<file path="config.mk">
export PLATFORM = sky130hd
export DESIGN_NAME = load_diag_report_misc_regs
export DESIGN_NICKNAME = d
export VERILOG_FILES = /design/src/common/load_diag_pkg.sv /design/src/rtl/load_diag_report_misc_regs.sv
export SDC_FILE = /design/constraint.sdc
export NUM_CORES = 1
export LEC_CHECK = 0
export ABC_AREA = 0
export BUFFER_PORTS_ARGS = -buffer_cell sky130_fd_sc_hd__buf_2
export CORE_MARGIN = 2
export CORE_UTILIZATION = 40
export DETAILED_ROUTE_END_ITERATION = 10
export HOLD_SLACK_MARGIN = 0.15
export PLACE_DENSITY_LB_ADDON = 0.1
export REMOVE_ABC_BUFFERS = 1
export SLEW_MARGIN = 20
export SYNTH_ARGS = -nofsm -noshare
export SYNTH_HDL_FRONTEND = slang
export SYNTH_SLANG_ARGS = --single-unit
</file>
<file path="constraint.sdc">
create_clock -name i_ref_clk -period 5.5 [get_ports i_ref_clk]
set_input_delay 1.1 -clock i_ref_clk [delete_from_list [all_inputs] [get_ports i_ref_clk]]
set_output_delay 1.1 -clock i_ref_clk [all_outputs]
set_load 0.02 [all_outputs]
</file>
<file path="src/common/load_diag_pkg.sv">
`default_nettype none
package load_diag_pkg;
    localparam logic [7:0] CH2_LOAD_IMAG_OFS       = 8'h2A;
    localparam logic [7:0] CH3_LOAD_REAL_OFS       = 8'h2B;
    localparam logic [7:0] CH3_LOAD_IMAG_OFS       = 8'h2C;
    localparam logic [7:0] CH4_LOAD_REAL_OFS       = 8'h2D;
    localparam logic [7:0] CH4_LOAD_IMAG_OFS       = 8'h2E;
    localparam logic [7:0] SMALL_SPEAKER_FLAGS_OFS = 8'h2F;
    localparam logic [7:0] MISC_CONTROL_THREE_OFS  = 8'h30;
    localparam logic [7:0] SILICON_REVISION_OFS    = 8'h32;
    localparam logic [7:0] REPORT_RESET            = 8'h00;
    localparam logic [7:0] MISC_RESET              = 8'h00;
    localparam int         FAULT_CLEAR_BIT         = 7;
    localparam int         SETTLE_LSB              = 4;
    localparam int         SELF_RESUME_BIT         = 3;
    localparam int         PULLUP_OFF_BIT          = 1;
    // Settle delays in ms, selected by the two-bit field code.
    localparam int         SETTLE_MS_0             = 20;
    localparam int         SETTLE_MS_1             = 15;
    localparam int         SETTLE_MS_2             = 40;
    localparam int         SETTLE_MS_3             = 50;
    localparam int         CLK_MHZ                 = 250;
    localparam int         CYCLES_PER_MS           = CLK_MHZ * 1000;
    // Result scaling in milliohm per code step.
    localparam int         RANGE0_MOHM_PER_CODE    = 800;
    localparam int         RANGE1_MOHM_PER_CODE    = 100;

    typedef struct packed {
        logic [7:0] resistance;
        logic [7:0] reactance;
    } load_result_s;

    typedef struct packed {
        logic       write_en;
        logic [7:0] addr;
        logic [7:0] wdata;
    } reg_write_s;
endpackage : load_diag_pkg
`default_nettype wire

</file>
<file path="src/rtl/load_diag_report_misc_regs.sv">
// What this block does
// - Channels 3 and 4 measured load resistance is readable, resetting to zero.
// - Channels 2 to 4 complemented load reactance is readable separately.
// - Range select zero scales results and threshold at 0.8 ohm per code.
// - Range select one scales results and threshold at 0.1 ohm per code.
// - Four small-speaker flags, channel 1 at bit 3; upper bits read zero.
// - Writing 1 to the fault-clear bit clears latched faults; 0 does nothing.
// - Settle delay code selects 20, 15, 40 or 50 ms.
// - Self-resume bit set restarts after thermal trip; clear waits for fault clear.
// - Pull-up bit 0 enables open-drain pull-ups, 1 disables them.
// - A measurement starts only after its channel is in high impedance.
// - With judgement enabled, a magnitude below threshold sets the channel flag.
`timescale 1ns/10ps
`default_nettype none
module load_diag_report_misc_regs #(
    parameter logic [7:0] REVISION_CODE = 8'h5A, // Arbitrary value.
    parameter int         SETTLE_MS_CYCLES = load_diag_pkg::CYCLES_PER_MS
) (
    input  wire logic                       i_ref_clk,
    input  wire logic                       i_sys_rst,
    input  wire load_diag_pkg::reg_write_s  i_wr,
    input  wire logic [7:0]                 i_rd_addr,
    input  wire logic                       i_measure_range_select,
    input  wire logic [3:0]                 i_measure_go,
    input  wire logic [3:0]                 i_channel_hiz,
    input  wire logic                       i_small_speaker_judgement_off,
    input  wire logic                       i_magnitude_type_real_only,
    input  wire logic [7:0]                 i_small_speaker_threshold,
    input  wire logic [3:0]                 i_result_valid,
    input  wire load_diag_pkg::load_result_s i_result [4],
    input  wire logic                       i_thermal_trip,
    output logic [7:0]                      o_rd_data,
    output logic [3:0]                      o_measure_start,
    output logic                            o_fault_clear,
    output logic [31:0]                     o_settle_cycles,
    output logic                            o_thermal_shutdown,
    output logic                            o_gpio_pullup_en,
    output logic [15:0]                     o_mohm_per_code
);
    load_diag_pkg::load_result_s result [4];
    load_diag_pkg::load_result_s next_result [4];
    logic [3:0]  flags;
    logic [3:0]  next_flags;
    logic [7:0]  misc;
    logic [7:0]  next_misc;
    logic [3:0]  started;
    logic [3:0]  next_started;
    logic        thermal_sd;
    logic        next_thermal_sd;
    logic        fault_clr;
    logic        next_fault_clr;
    logic [7:0]  rd_data;
    logic [7:0]  next_rd_data;
    logic [31:0] settle;
    logic [31:0] next_settle;
    logic [15:0] scale;
    logic [15:0] next_scale;
    logic [3:0]  start_pulse;
    logic [3:0]  next_start_pulse;
    logic        pullup_en;
    logic        next_pullup_en;
    logic        write_misc;

    // Type 2 magnitude adds half the reactance; the stored field is its complement.
    function automatic logic [9:0] magnitude(input load_diag_pkg::load_result_s r,
                                              input logic real_only);
        logic [7:0] imag;
        imag = ~r.reactance;
        magnitude = real_only ? {2'b00, r.resistance}
                              : {2'b00, r.resistance} + {3'b000, imag[7:1]};
    endfunction : magnitude

    function automatic logic [31:0] settle_for(input logic [1:0] code);
        int ms;
        case (code)
            2'h0:    ms = load_diag_pkg::SETTLE_MS_0;
            2'h1:    ms = load_diag_pkg::SETTLE_MS_1;
            2'h2:    ms = load_diag_pkg::SETTLE_MS_2;
            default: ms = load_diag_pkg::SETTLE_MS_3;
        endcase
        settle_for = 32'(ms * SETTLE_MS_CYCLES);
    endfunction : settle_for

    assign write_misc = i_wr.write_en && i_wr.addr == load_diag_pkg::MISC_CONTROL_THREE_OFS;

    always_comb begin
        next_misc        = misc;
        next_fault_clr   = 1'b0;
        next_thermal_sd  = thermal_sd;
        next_started     = started;
        next_start_pulse = 4'h0;
        next_flags       = flags;
        for (int c = 0; c < 4; c++) begin
            next_result[c] = result[c];
        end
        if (write_misc) begin
            next_misc = i_wr.wdata & 8'h7F;
            next_fault_clr = i_wr.wdata[load_diag_pkg::FAULT_CLEAR_BIT];
        end
        // A trip in the clear cycle wins, so a fresh fault is never lost.
        if (i_thermal_trip) begin
            next_thermal_sd = 1'b1;
        end else if (thermal_sd && (misc[load_diag_pkg::SELF_RESUME_BIT] || fault_clr)) begin
            next_thermal_sd = 1'b0;
        end
        for (int c = 0; c < 4; c++) begin
            if (!i_measure_go[c]) begin
                next_started[c] = 1'b0;
            end else if (i_channel_hiz[c] && !started[c]) begin
                next_started[c] = 1'b1;
                next_start_pulse[c] = 1'b1;
            end
            if (i_result_valid[c]) begin
                next_result[c] = i_result[c];
                // Flag bit 3 belongs to channel 1, so index is reversed.
                if (!i_small_speaker_judgement_off) begin
                    next_flags[3 - c] = magnitude(i_result[c], i_magnitude_type_real_only)
                                        < {2'b00, i_small_speaker_threshold};
                end
            end
        end
        // Registered from the next misc value so the pin follows the write by one cycle.
        next_pullup_en = ~next_misc[load_diag_pkg::PULLUP_OFF_BIT];
        next_settle = settle_for(misc[load_diag_pkg::SETTLE_LSB +: 2]);
        next_scale  = i_measure_range_select ? 16'(load_diag_pkg::RANGE1_MOHM_PER_CODE)
                                             : 16'(load_diag_pkg::RANGE0_MOHM_PER_CODE);
        case (i_rd_addr)
            load_diag_pkg::CH2_LOAD_IMAG_OFS:       next_rd_data = result[1].reactance;
            load_diag_pkg::CH3_LOAD_REAL_OFS:       next_rd_data = result[2].resistance;
            load_diag_pkg::CH3_LOAD_IMAG_OFS:       next_rd_data = result[2].reactance;
            load_diag_pkg::CH4_LOAD_REAL_OFS:       next_rd_data = result[3].resistance;
            load_diag_pkg::CH4_LOAD_IMAG_OFS:       next_rd_data = result[3].reactance;
            load_diag_pkg::SMALL_SPEAKER_FLAGS_OFS: next_rd_data = {4'h0, flags};
            load_diag_pkg::MISC_CONTROL_THREE_OFS:  next_rd_data = misc;
            load_diag_pkg::SILICON_REVISION_OFS:    next_rd_data = REVISION_CODE;
            default:                                next_rd_data = 8'h00;
        endcase
    end

    always_ff @(posedge i_ref_clk) begin
        if (i_sys_rst) begin
            for (int c = 0; c < 4; c++) begin
                result[c] <= '0;
            end
            flags       <= 4'h0;
            misc        <= load_diag_pkg::MISC_RESET;
            fault_clr   <= 1'b0;
            thermal_sd  <= 1'b0;
            started     <= 4'h0;
            start_pulse <= 4'h0;
            rd_data     <= 8'h00;
            settle      <= 32'h0;
            scale       <= 16'h0;
            pullup_en   <= 1'b1;
        end else begin
            result      <= next_result;
            flags       <= next_flags;
            misc        <= next_misc;
            fault_clr   <= next_fault_clr;
            thermal_sd  <= next_thermal_sd;
            started     <= next_started;
            start_pulse <= next_start_pulse;
            rd_data     <= next_rd_data;
            settle      <= next_settle;
            scale       <= next_scale;
            pullup_en   <= next_pullup_en;
        end
    end

    assign o_rd_data          = rd_data;
    assign o_measure_start    = start_pulse;
    assign o_fault_clear      = fault_clr;
    assign o_settle_cycles    = settle;
    assign o_thermal_shutdown = thermal_sd;
    assign o_gpio_pullup_en   = pullup_en;
    assign o_mohm_per_code    = scale;
endmodule : load_diag_report_misc_regs
`default_nettype wire
</file>
==> out/results.md, run 1 <==
## Job
• max-cap violations: 0

## Floorplanning
• Chip Height: 130.9 µm
• cell row count: 46
• die footprint: 17120 µm²
• number of top-level pins: 178
• starting utilization of the core area: 40.67%
• area inside the core boundary: 15830 µm²
• die width: 130.9 µm

## Routing
• drc violations: 0
• drt pass-1 iters: 4
• number of nets with antenna violations after detailed routing: 0
• drt wl/cell: 15.80 µm
• violation count after the first detailed-routing iteration: 326
• total number of vias: 5748
• total wire length after detailed routing: 17360 µm
• via density per instance: 5.230

## Placed design
• final weighted congestion in routability-driven placement: 0.8667
• I/O Buffers: 155
• post-DP HPWL: 13830 µm

## Power
• worst IR drop on VDD: 0.1490 mV
• portion of total power attributed to sequential cells: 39.7%
• clock network fraction of total power: 37.2%
• switching power as a share of total power: 30.70%
• net switching component of the power: 0.5428 mW
• Lkg Pwr: 3.817 nW
• internal power contribution: 1.225 mW
• relative contribution of combinational cells to total power: 23.1%
• power per cell area: 233.9 nW/µm²

## Synthesis
• number of flops mapped to enable cells by yosys: 0
• Async SR Flop Fraction: 0%
• total number of yosys warnings: 0
• synthesized instance count: 748
• average footprint of a synthesized cell: 8.606 µm²
• Syn Std Cell Area: 6437 µm²
• sequential share of the synthesized area: 28.30%
• Yosys cell types: 62
• most frequently used flop master after synthesis: sky130_fd_sc_hd__dfxtp_1
• synthesis-stage register bit count: 91

## Layout
• final net count: 1068
• area growth from synthesis to layout: 17.41%
• most used cells in the layout excluding fill and tap cells: sky130_fd_sc_hd__buf_2 (155), sky130_fd_sc_hd__dfxtp_1 (91), sky130_fd_sc_hd__nor2_1 (85), sky130_fd_sc_hd__ha_1 (71), sky130_fd_sc_hd__mux2i_1 (60)
• layout cell share with drive strength beyond 1: 20.75%
• leading cell type in the layout, fill and taps excluded: sky130_fd_sc_hd__buf_2
• Util after Layout: 47.75%

## Timing
• pins over their slew limit: 0
• headroom to the max-slew limit: 41.24%
• Tcrit/Tclk final: 66.19%
• highest clock rate: 0.2747 GHz
• endpoints failing hold: 0
• RSZ-0062 raised after global routing: false
• clock skew: 10.81 ps
• clock period minus final worst setup slack: 3641 ps
• slew at the pin closest to its max-slew limit: 879.5 ps
• final-layout setup total negative slack: 0 ps
• endpoints failing setup: 0

## CTS
• clock root buffer: sky130_fd_sc_hd__clkbuf_16
• Reg clk slew, reported paths: 70 ps
• CTS Hold Buffers Added: 0
• buffers inserted during post-CTS setup optimization: 0
• clock net sink count: 91
• CTS tree: built
• clock buffer count from CTS: 9
• Clk Latency, worst-skew pair: 350 ps
• quantity of gates resized following cts: 0
• Max Root-Sink Buffers: 2
• number of levels in the clock H-tree: 3

## Global route
• overflow left after global routing: 0
• global-route wire length before repair: 26880 µm
• initial antenna violation count: 1
• via count of the first global-routing pass: 5285
• maximum number of pins on one net before global-route repair: 36
• total routing resource utilization after global routing: 20.39%

## Setup path
• type of element capturing the critical path: flop
• biggest fanout along the worst timing path: 7
• category of the worst setup path launch point: flop
• critical path data required time: 5740 ps
• critical path class: reg -> reg
• number of cells traversed by the worst register-to-register path: 15
• WP data arrival: 3880 ps

## Worst hold path
• Worst Hold Class: reg -> reg
• Worst Hold Path Cells: 1

## Run status
• status: completed

==> final cells by class <==
class                           count  area (µm²)
Clock buffer                        9       225.2
Multi-Input combinational cell    564        4150
Fill cell                        1572        8269
Sequential cell                    91        1822
Inverter                           53       198.9
Clock inverter                      7       91.34
Tap cell                          216       270.3
Antenna cell                        1       2.502
Timing Repair Buffer              158       798.3
==> kinds of logic (layout without fill, tap and decap cells) <==
logic type	Yosys count	after routing	share of synthesized area, %
simple gates	212	212	16.19
other cells	1	22	0.05825
compound gates	174	174	18.46
flops	91	91	28.30
fa+ha+maj	76	76	15.35
buf+inv	113	227	8.397
xor+xnor	12	12	1.633
mux	69	69	11.60
==> stage by stage <==
| step | total power, mW | hold slack (ps) | worst slack, ps | cell area [µm²] | std cells |
|---|---|---|---|---|---|
| 3_5_place_dp | 1.123 | 409.7 | 1595 | 7239 | 1082 |
| 6_report | 1.768 | 425.8 | 1859 | 7559 | 1099 |
| 4_1_cts | 1.780 | 425.9 | 1863 | 7556 | 1098 |
| 3_3_place_gp | 1.110 | 405.4 | 1650 | 7239 | 1082 |
| 2_1_floorplan | 0.9683 | 397.4 | 2006 | 6171 | 708 |
| 5_1_grt | 1.865 | 448.4 | 1593 | 7559 | 1099 |
==> power by group through the flow <==
stage / sequential, mW / clock [mW] / combinational, mW
after detailed placement: 0.717 / 0 / 0.406
final: 0.702 / 0.658 / 0.408
after floorplan: 0.719 / 0 / 0.249
after global routing: 0.705 / 0.700 / 0.460
after global placement: 0.716 / 0 / 0.394
after CTS: 0.702 / 0.670 / 0.408
==> layer usage <==
metal  part of all wire [%]  vias to the layer above  global-route usage, %
li1                       -                     2904                      -
met3                    5.6                       26                  4.235
met2                     44                      176                  32.44
met5                      0                        -                      0
met4                    2.4                        0                  7.134
met1                     48                     2642                  27.51
==> synthesized netlist by cell type, types with 11 or more instances <==
| cell | n | area [µm²] |
|---|---|---|
| sky130_fd_sc_hd__a211oi_1 | 13 | 97.59 |
| sky130_fd_sc_hd__a21o_1 | 14 | 105.1 |
| sky130_fd_sc_hd__a21oi_1 | 30 | 150.1 |
| sky130_fd_sc_hd__buf_2 | 12 | 60.06 |
| sky130_fd_sc_hd__buf_4 | 27 | 202.7 |
| sky130_fd_sc_hd__clkbuf_1 | 13 | 48.80 |
| sky130_fd_sc_hd__dfxtp_1 | 91 | 1822 |
| sky130_fd_sc_hd__ha_1 | 71 | 888.4 |
| sky130_fd_sc_hd__inv_1 | 51 | 191.4 |
| sky130_fd_sc_hd__mux2i_1 | 60 | 600.6 |
| sky130_fd_sc_hd__nand2_1 | 41 | 153.9 |
| sky130_fd_sc_hd__nand3_1 | 15 | 75.07 |
| sky130_fd_sc_hd__nor2_1 | 85 | 319.1 |
| sky130_fd_sc_hd__nor3_1 | 11 | 55.05 |
| sky130_fd_sc_hd__o21ai_0 | 16 | 80.08 |
| sky130_fd_sc_hd__o21ai_1 | 23 | 115.1 |
==> path summary, 6_finish.rpt <==
| check | from | end | slack, ps |
|---|---|---|---|
| max reg2reg | misc[4] | o_settle_cycles[23] | 1860 |
| min | started[2] | o_measure_start[2] | 430 |
| min reg2reg | started[2] | o_measure_start[2] | 430 |
| max | misc[4] | o_settle_cycles[23] | 1860 |
==> critical path: stages (launching register included) <==
cell and delay, ps:
sky130_fd_sc_hd__dfxtp_1 500, sky130_fd_sc_hd__inv_1 190, sky130_fd_sc_hd__ha_1 290, sky130_fd_sc_hd__or2_1 260, sky130_fd_sc_hd__fa_1 480, sky130_fd_sc_hd__inv_1 90, sky130_fd_sc_hd__nor3_1 50, sky130_fd_sc_hd__a21oi_1 130
sky130_fd_sc_hd__o21ai_1 80, sky130_fd_sc_hd__ha_1 190, sky130_fd_sc_hd__ha_1 310, sky130_fd_sc_hd__inv_1 110, sky130_fd_sc_hd__nor3_1 200, sky130_fd_sc_hd__nand3_1 100, sky130_fd_sc_hd__a31o_1 260, sky130_fd_sc_hd__mux2_1 310
==> registers in the layout, summed over array words and instances (netlist names) <==
signal,count
result,40
o_fault_clear,1
o_measure_start,4
flags,4
started,4
o_mohm_per_code,3
o_settle_cycles,18
o_gpio_pullup_en,1
o_thermal_shutdown,1
o_rd_data,8
misc,7
Power figures use the tool's default switching activity.
==> run 2, diff against run 1 <==
clock period = 2.9 ns   (was 5.5 ns; I/O delays follow)
==> out/results.md, run 2 (synthesis results as in run 1) <==
## Setup path
• category of the worst setup path launch point: flop
• type of element capturing the critical path: flop
• biggest fanout along the worst timing path: 4, -3
• critical path class: reg -> reg
• WP data arrival: 3250 ps, -630 ps
• critical path data required time: 3140 ps, -2600 ps

## Power
• power per cell area: 408.6 nW/µm², +75%
• Overall Power: 3.353 mW, +90%
• Lkg Pwr: 4.132 nW, +8.3%
• worst IR drop on VDD: 0.3005 mV, +100%

## Placed design
• cell count after placement: 1139, +5.3%
• worst-case setup slack after placement: -366.9 ps, -1962 ps
• I/O Buffers: 155, unchanged
• post-DP HPWL: 14410 µm, +4.2%
• final weighted congestion in routability-driven placement: 0.8592, -0.87%

## CTS
• CTS tree: built
• clock net sink count: 91, unchanged
• Max Root-Sink Buffers: 2, unchanged
• clock buffer count from CTS: 9, unchanged
• Reg clk slew, reported paths: 70 ps, about the same
• number of levels in the clock H-tree: 3, unchanged
• clock root buffer: sky130_fd_sc_hd__clkbuf_16
• Clk Latency, worst-skew pair: 350 ps, about the same

## Run status
• status: finished with violations
• failing checks: setup timing

## Floorplanning
• number of top-level pins: 178, unchanged
• cell row count: 46, unchanged
• die width: 130.9 µm, unchanged
• Chip Height: 130.9 µm, unchanged
• die footprint: 17120 µm², unchanged
• starting utilization of the core area: 40.67%, unchanged
• area inside the core boundary: 15830 µm², unchanged

## Routing
• number of nets with antenna violations after detailed routing: 0, unchanged
• drt pass-1 iters: 4, unchanged
• met3 routed wirelength: 973 µm, -0.41%
• highest routing layer actually used: met4
• drc violations: 0, unchanged
• total number of vias: 6024, +4.8%
• drt wl/cell: 15.67 µm, -0.78%
• total wire length after detailed routing: 18230 µm, +5.0%
• violation count after the first detailed-routing iteration: 323, -0.92%
• routed wl met2: 8559 µm, +11%
• via density per instance: 5.180, -0.97%
• met1 layer wirelength in the final routing: 8534 µm, +3.0%

## Global route
• total routing resource utilization after global routing: 20.98%, +0.60 points
• initial antenna violation count: 0, -1
• maximum number of pins on one net before global-route repair: 41, +14%
• overflow left after global routing: 0, unchanged
• global-route wire length before repair: 27990 µm, +4.2%
• via count of the first global-routing pass: 5486, +3.8%

## Timing
• RSZ-0062 raised after global routing: true
• endpoints failing setup: 2, +2
• slew at the pin closest to its max-slew limit: 629.6 ps, -250.0 ps
• highest clock rate: 0.3314 GHz, +21%
• clock period minus final worst setup slack: 3017 ps, -623.4 ps
• endpoints failing hold: 0, unchanged
• WHS: 387.4 ps, -38.49 ps
• clock skew: 5.269 ps, -5.539 ps
• pins over their slew limit: 0, unchanged
• PnR worst setup slack: -117.1 ps, -1977 ps
• Tcrit/Tclk final: 104.0%, +38 points
• headroom to the max-slew limit: 57.81%, +17 points

## Layout
• Util after Layout: 51.85%, +4.1 points
• area growth from synthesis to layout: 27.48%
• final net count: 1133, +6.1%
• layout cell share with drive strength beyond 1: 30.31%, +9.6 points
• leading cell type in the layout, fill and taps excluded: sky130_fd_sc_hd__buf_2
• largest register by flop count: result
• Final Instance Count excl. Fillers: 1163, +5.8%
• most used cells in the layout excluding fill and tap cells: sky130_fd_sc_hd__buf_2 (153), sky130_fd_sc_hd__dfxtp_1 (89), sky130_fd_sc_hd__nor2_1 (85), sky130_fd_sc_hd__buf_4 (68), sky130_fd_sc_hd__ha_1 (63)
• number of flip-flops in the largest register: 40, unchanged
• number of antenna diodes: 0, -1

## Job
• max-cap violations: 0, unchanged

## Worst hold path
• Worst Hold Class: in -> reg

run 2: cell count changes in the layout (fill, tap and decap cells not counted), moves of 4 or more:
cell / before / now
sky130_fd_sc_hd__inv_1: 51 / 47
sky130_fd_sc_hd__a211oi_2: 2 / 6
sky130_fd_sc_hd__a21oi_1: 30 / 26
sky130_fd_sc_hd__ha_1: 71 / 63
sky130_fd_sc_hd__ha_2: 0 / 5
sky130_fd_sc_hd__a211oi_1: 13 / 9
sky130_fd_sc_hd__a21oi_2: 0 / 4
sky130_fd_sc_hd__buf_4: 3 / 68
sky130_fd_sc_hd__fa_1: 5 / 1
sky130_fd_sc_hd__fa_2: 0 / 4
run 2: path summary, 6_finish.rpt:
kind,from,to,slack (ps),depth (start not counted)
worst max-delay path,misc[4],o_settle_cycles[23],-120,15
worst min-delay path,i_measure_range_select,o_mohm_per_code[8],390,2
worst max register to register,misc[4],o_settle_cycles[23],-120,15
worst min register to register,started[2],o_measure_start[2],420,1
run 2: final cells by class:
type	count	area (µm²)
Inverter	53	201.4
Sequential cell	91	1824
Tap cell	216	270.3
Timing Repair Buffer	223	1308
Clock inverter	7	68.82
Clock buffer	9	225.2
Fill cell	1528	7621
Multi-Input combinational cell	564	4309
run 2: power by group:
group          internal, mW  switching [mW]
Sequential             1.30          0.0296
Combinational         0.400           0.469
Clock                 0.602           0.551
Total                  2.30            1.05
run 2: critical path: stages, from the launching register on:
cell and delay [ps]:
sky130_fd_sc_hd__dfxtp_2 360, sky130_fd_sc_hd__inv_2 60, sky130_fd_sc_hd__ha_4 150, sky130_fd_sc_hd__or2_4 250, sky130_fd_sc_hd__fa_2 560, sky130_fd_sc_hd__inv_2 50
sky130_fd_sc_hd__nor3_2 150, sky130_fd_sc_hd__a21oi_1 50, sky130_fd_sc_hd__o21ai_1 130, sky130_fd_sc_hd__ha_2 200, sky130_fd_sc_hd__ha_4 150, sky130_fd_sc_hd__inv_4 40
sky130_fd_sc_hd__nor3_2 90, sky130_fd_sc_hd__nand3_1 90, sky130_fd_sc_hd__a31o_1 270, sky130_fd_sc_hd__mux2_4 300
run 2: stage by stage:
| step | TNS, ps | cell area [µm²] |
|---|---|---|
| CTS | -330.5 | 8054 |
| floorplan | -648.4 | 6171 |
| detailed placement | -1934 | 7680 |
| global route | -608.2 | 8207 |
| finish | -196.5 | 8207 |
| global placement | -1554 | 7680 |
run 2: repair_timing:
item                                    CTS  global route
endpoints found under the setup margin    4             7
gates resized for setup                  17            29
pin swaps                                12            22
buffers inserted                          3             5
hold buffers                              0             0
run 2: metal layers:
metal / vias to the layer above / track usage (%)
met5: - / 0
met4: 0 / 3.692
met3: 12 / 3.909
met2: 170 / 35.51
met1: 2815 / 28.32
li1: 3027 / -
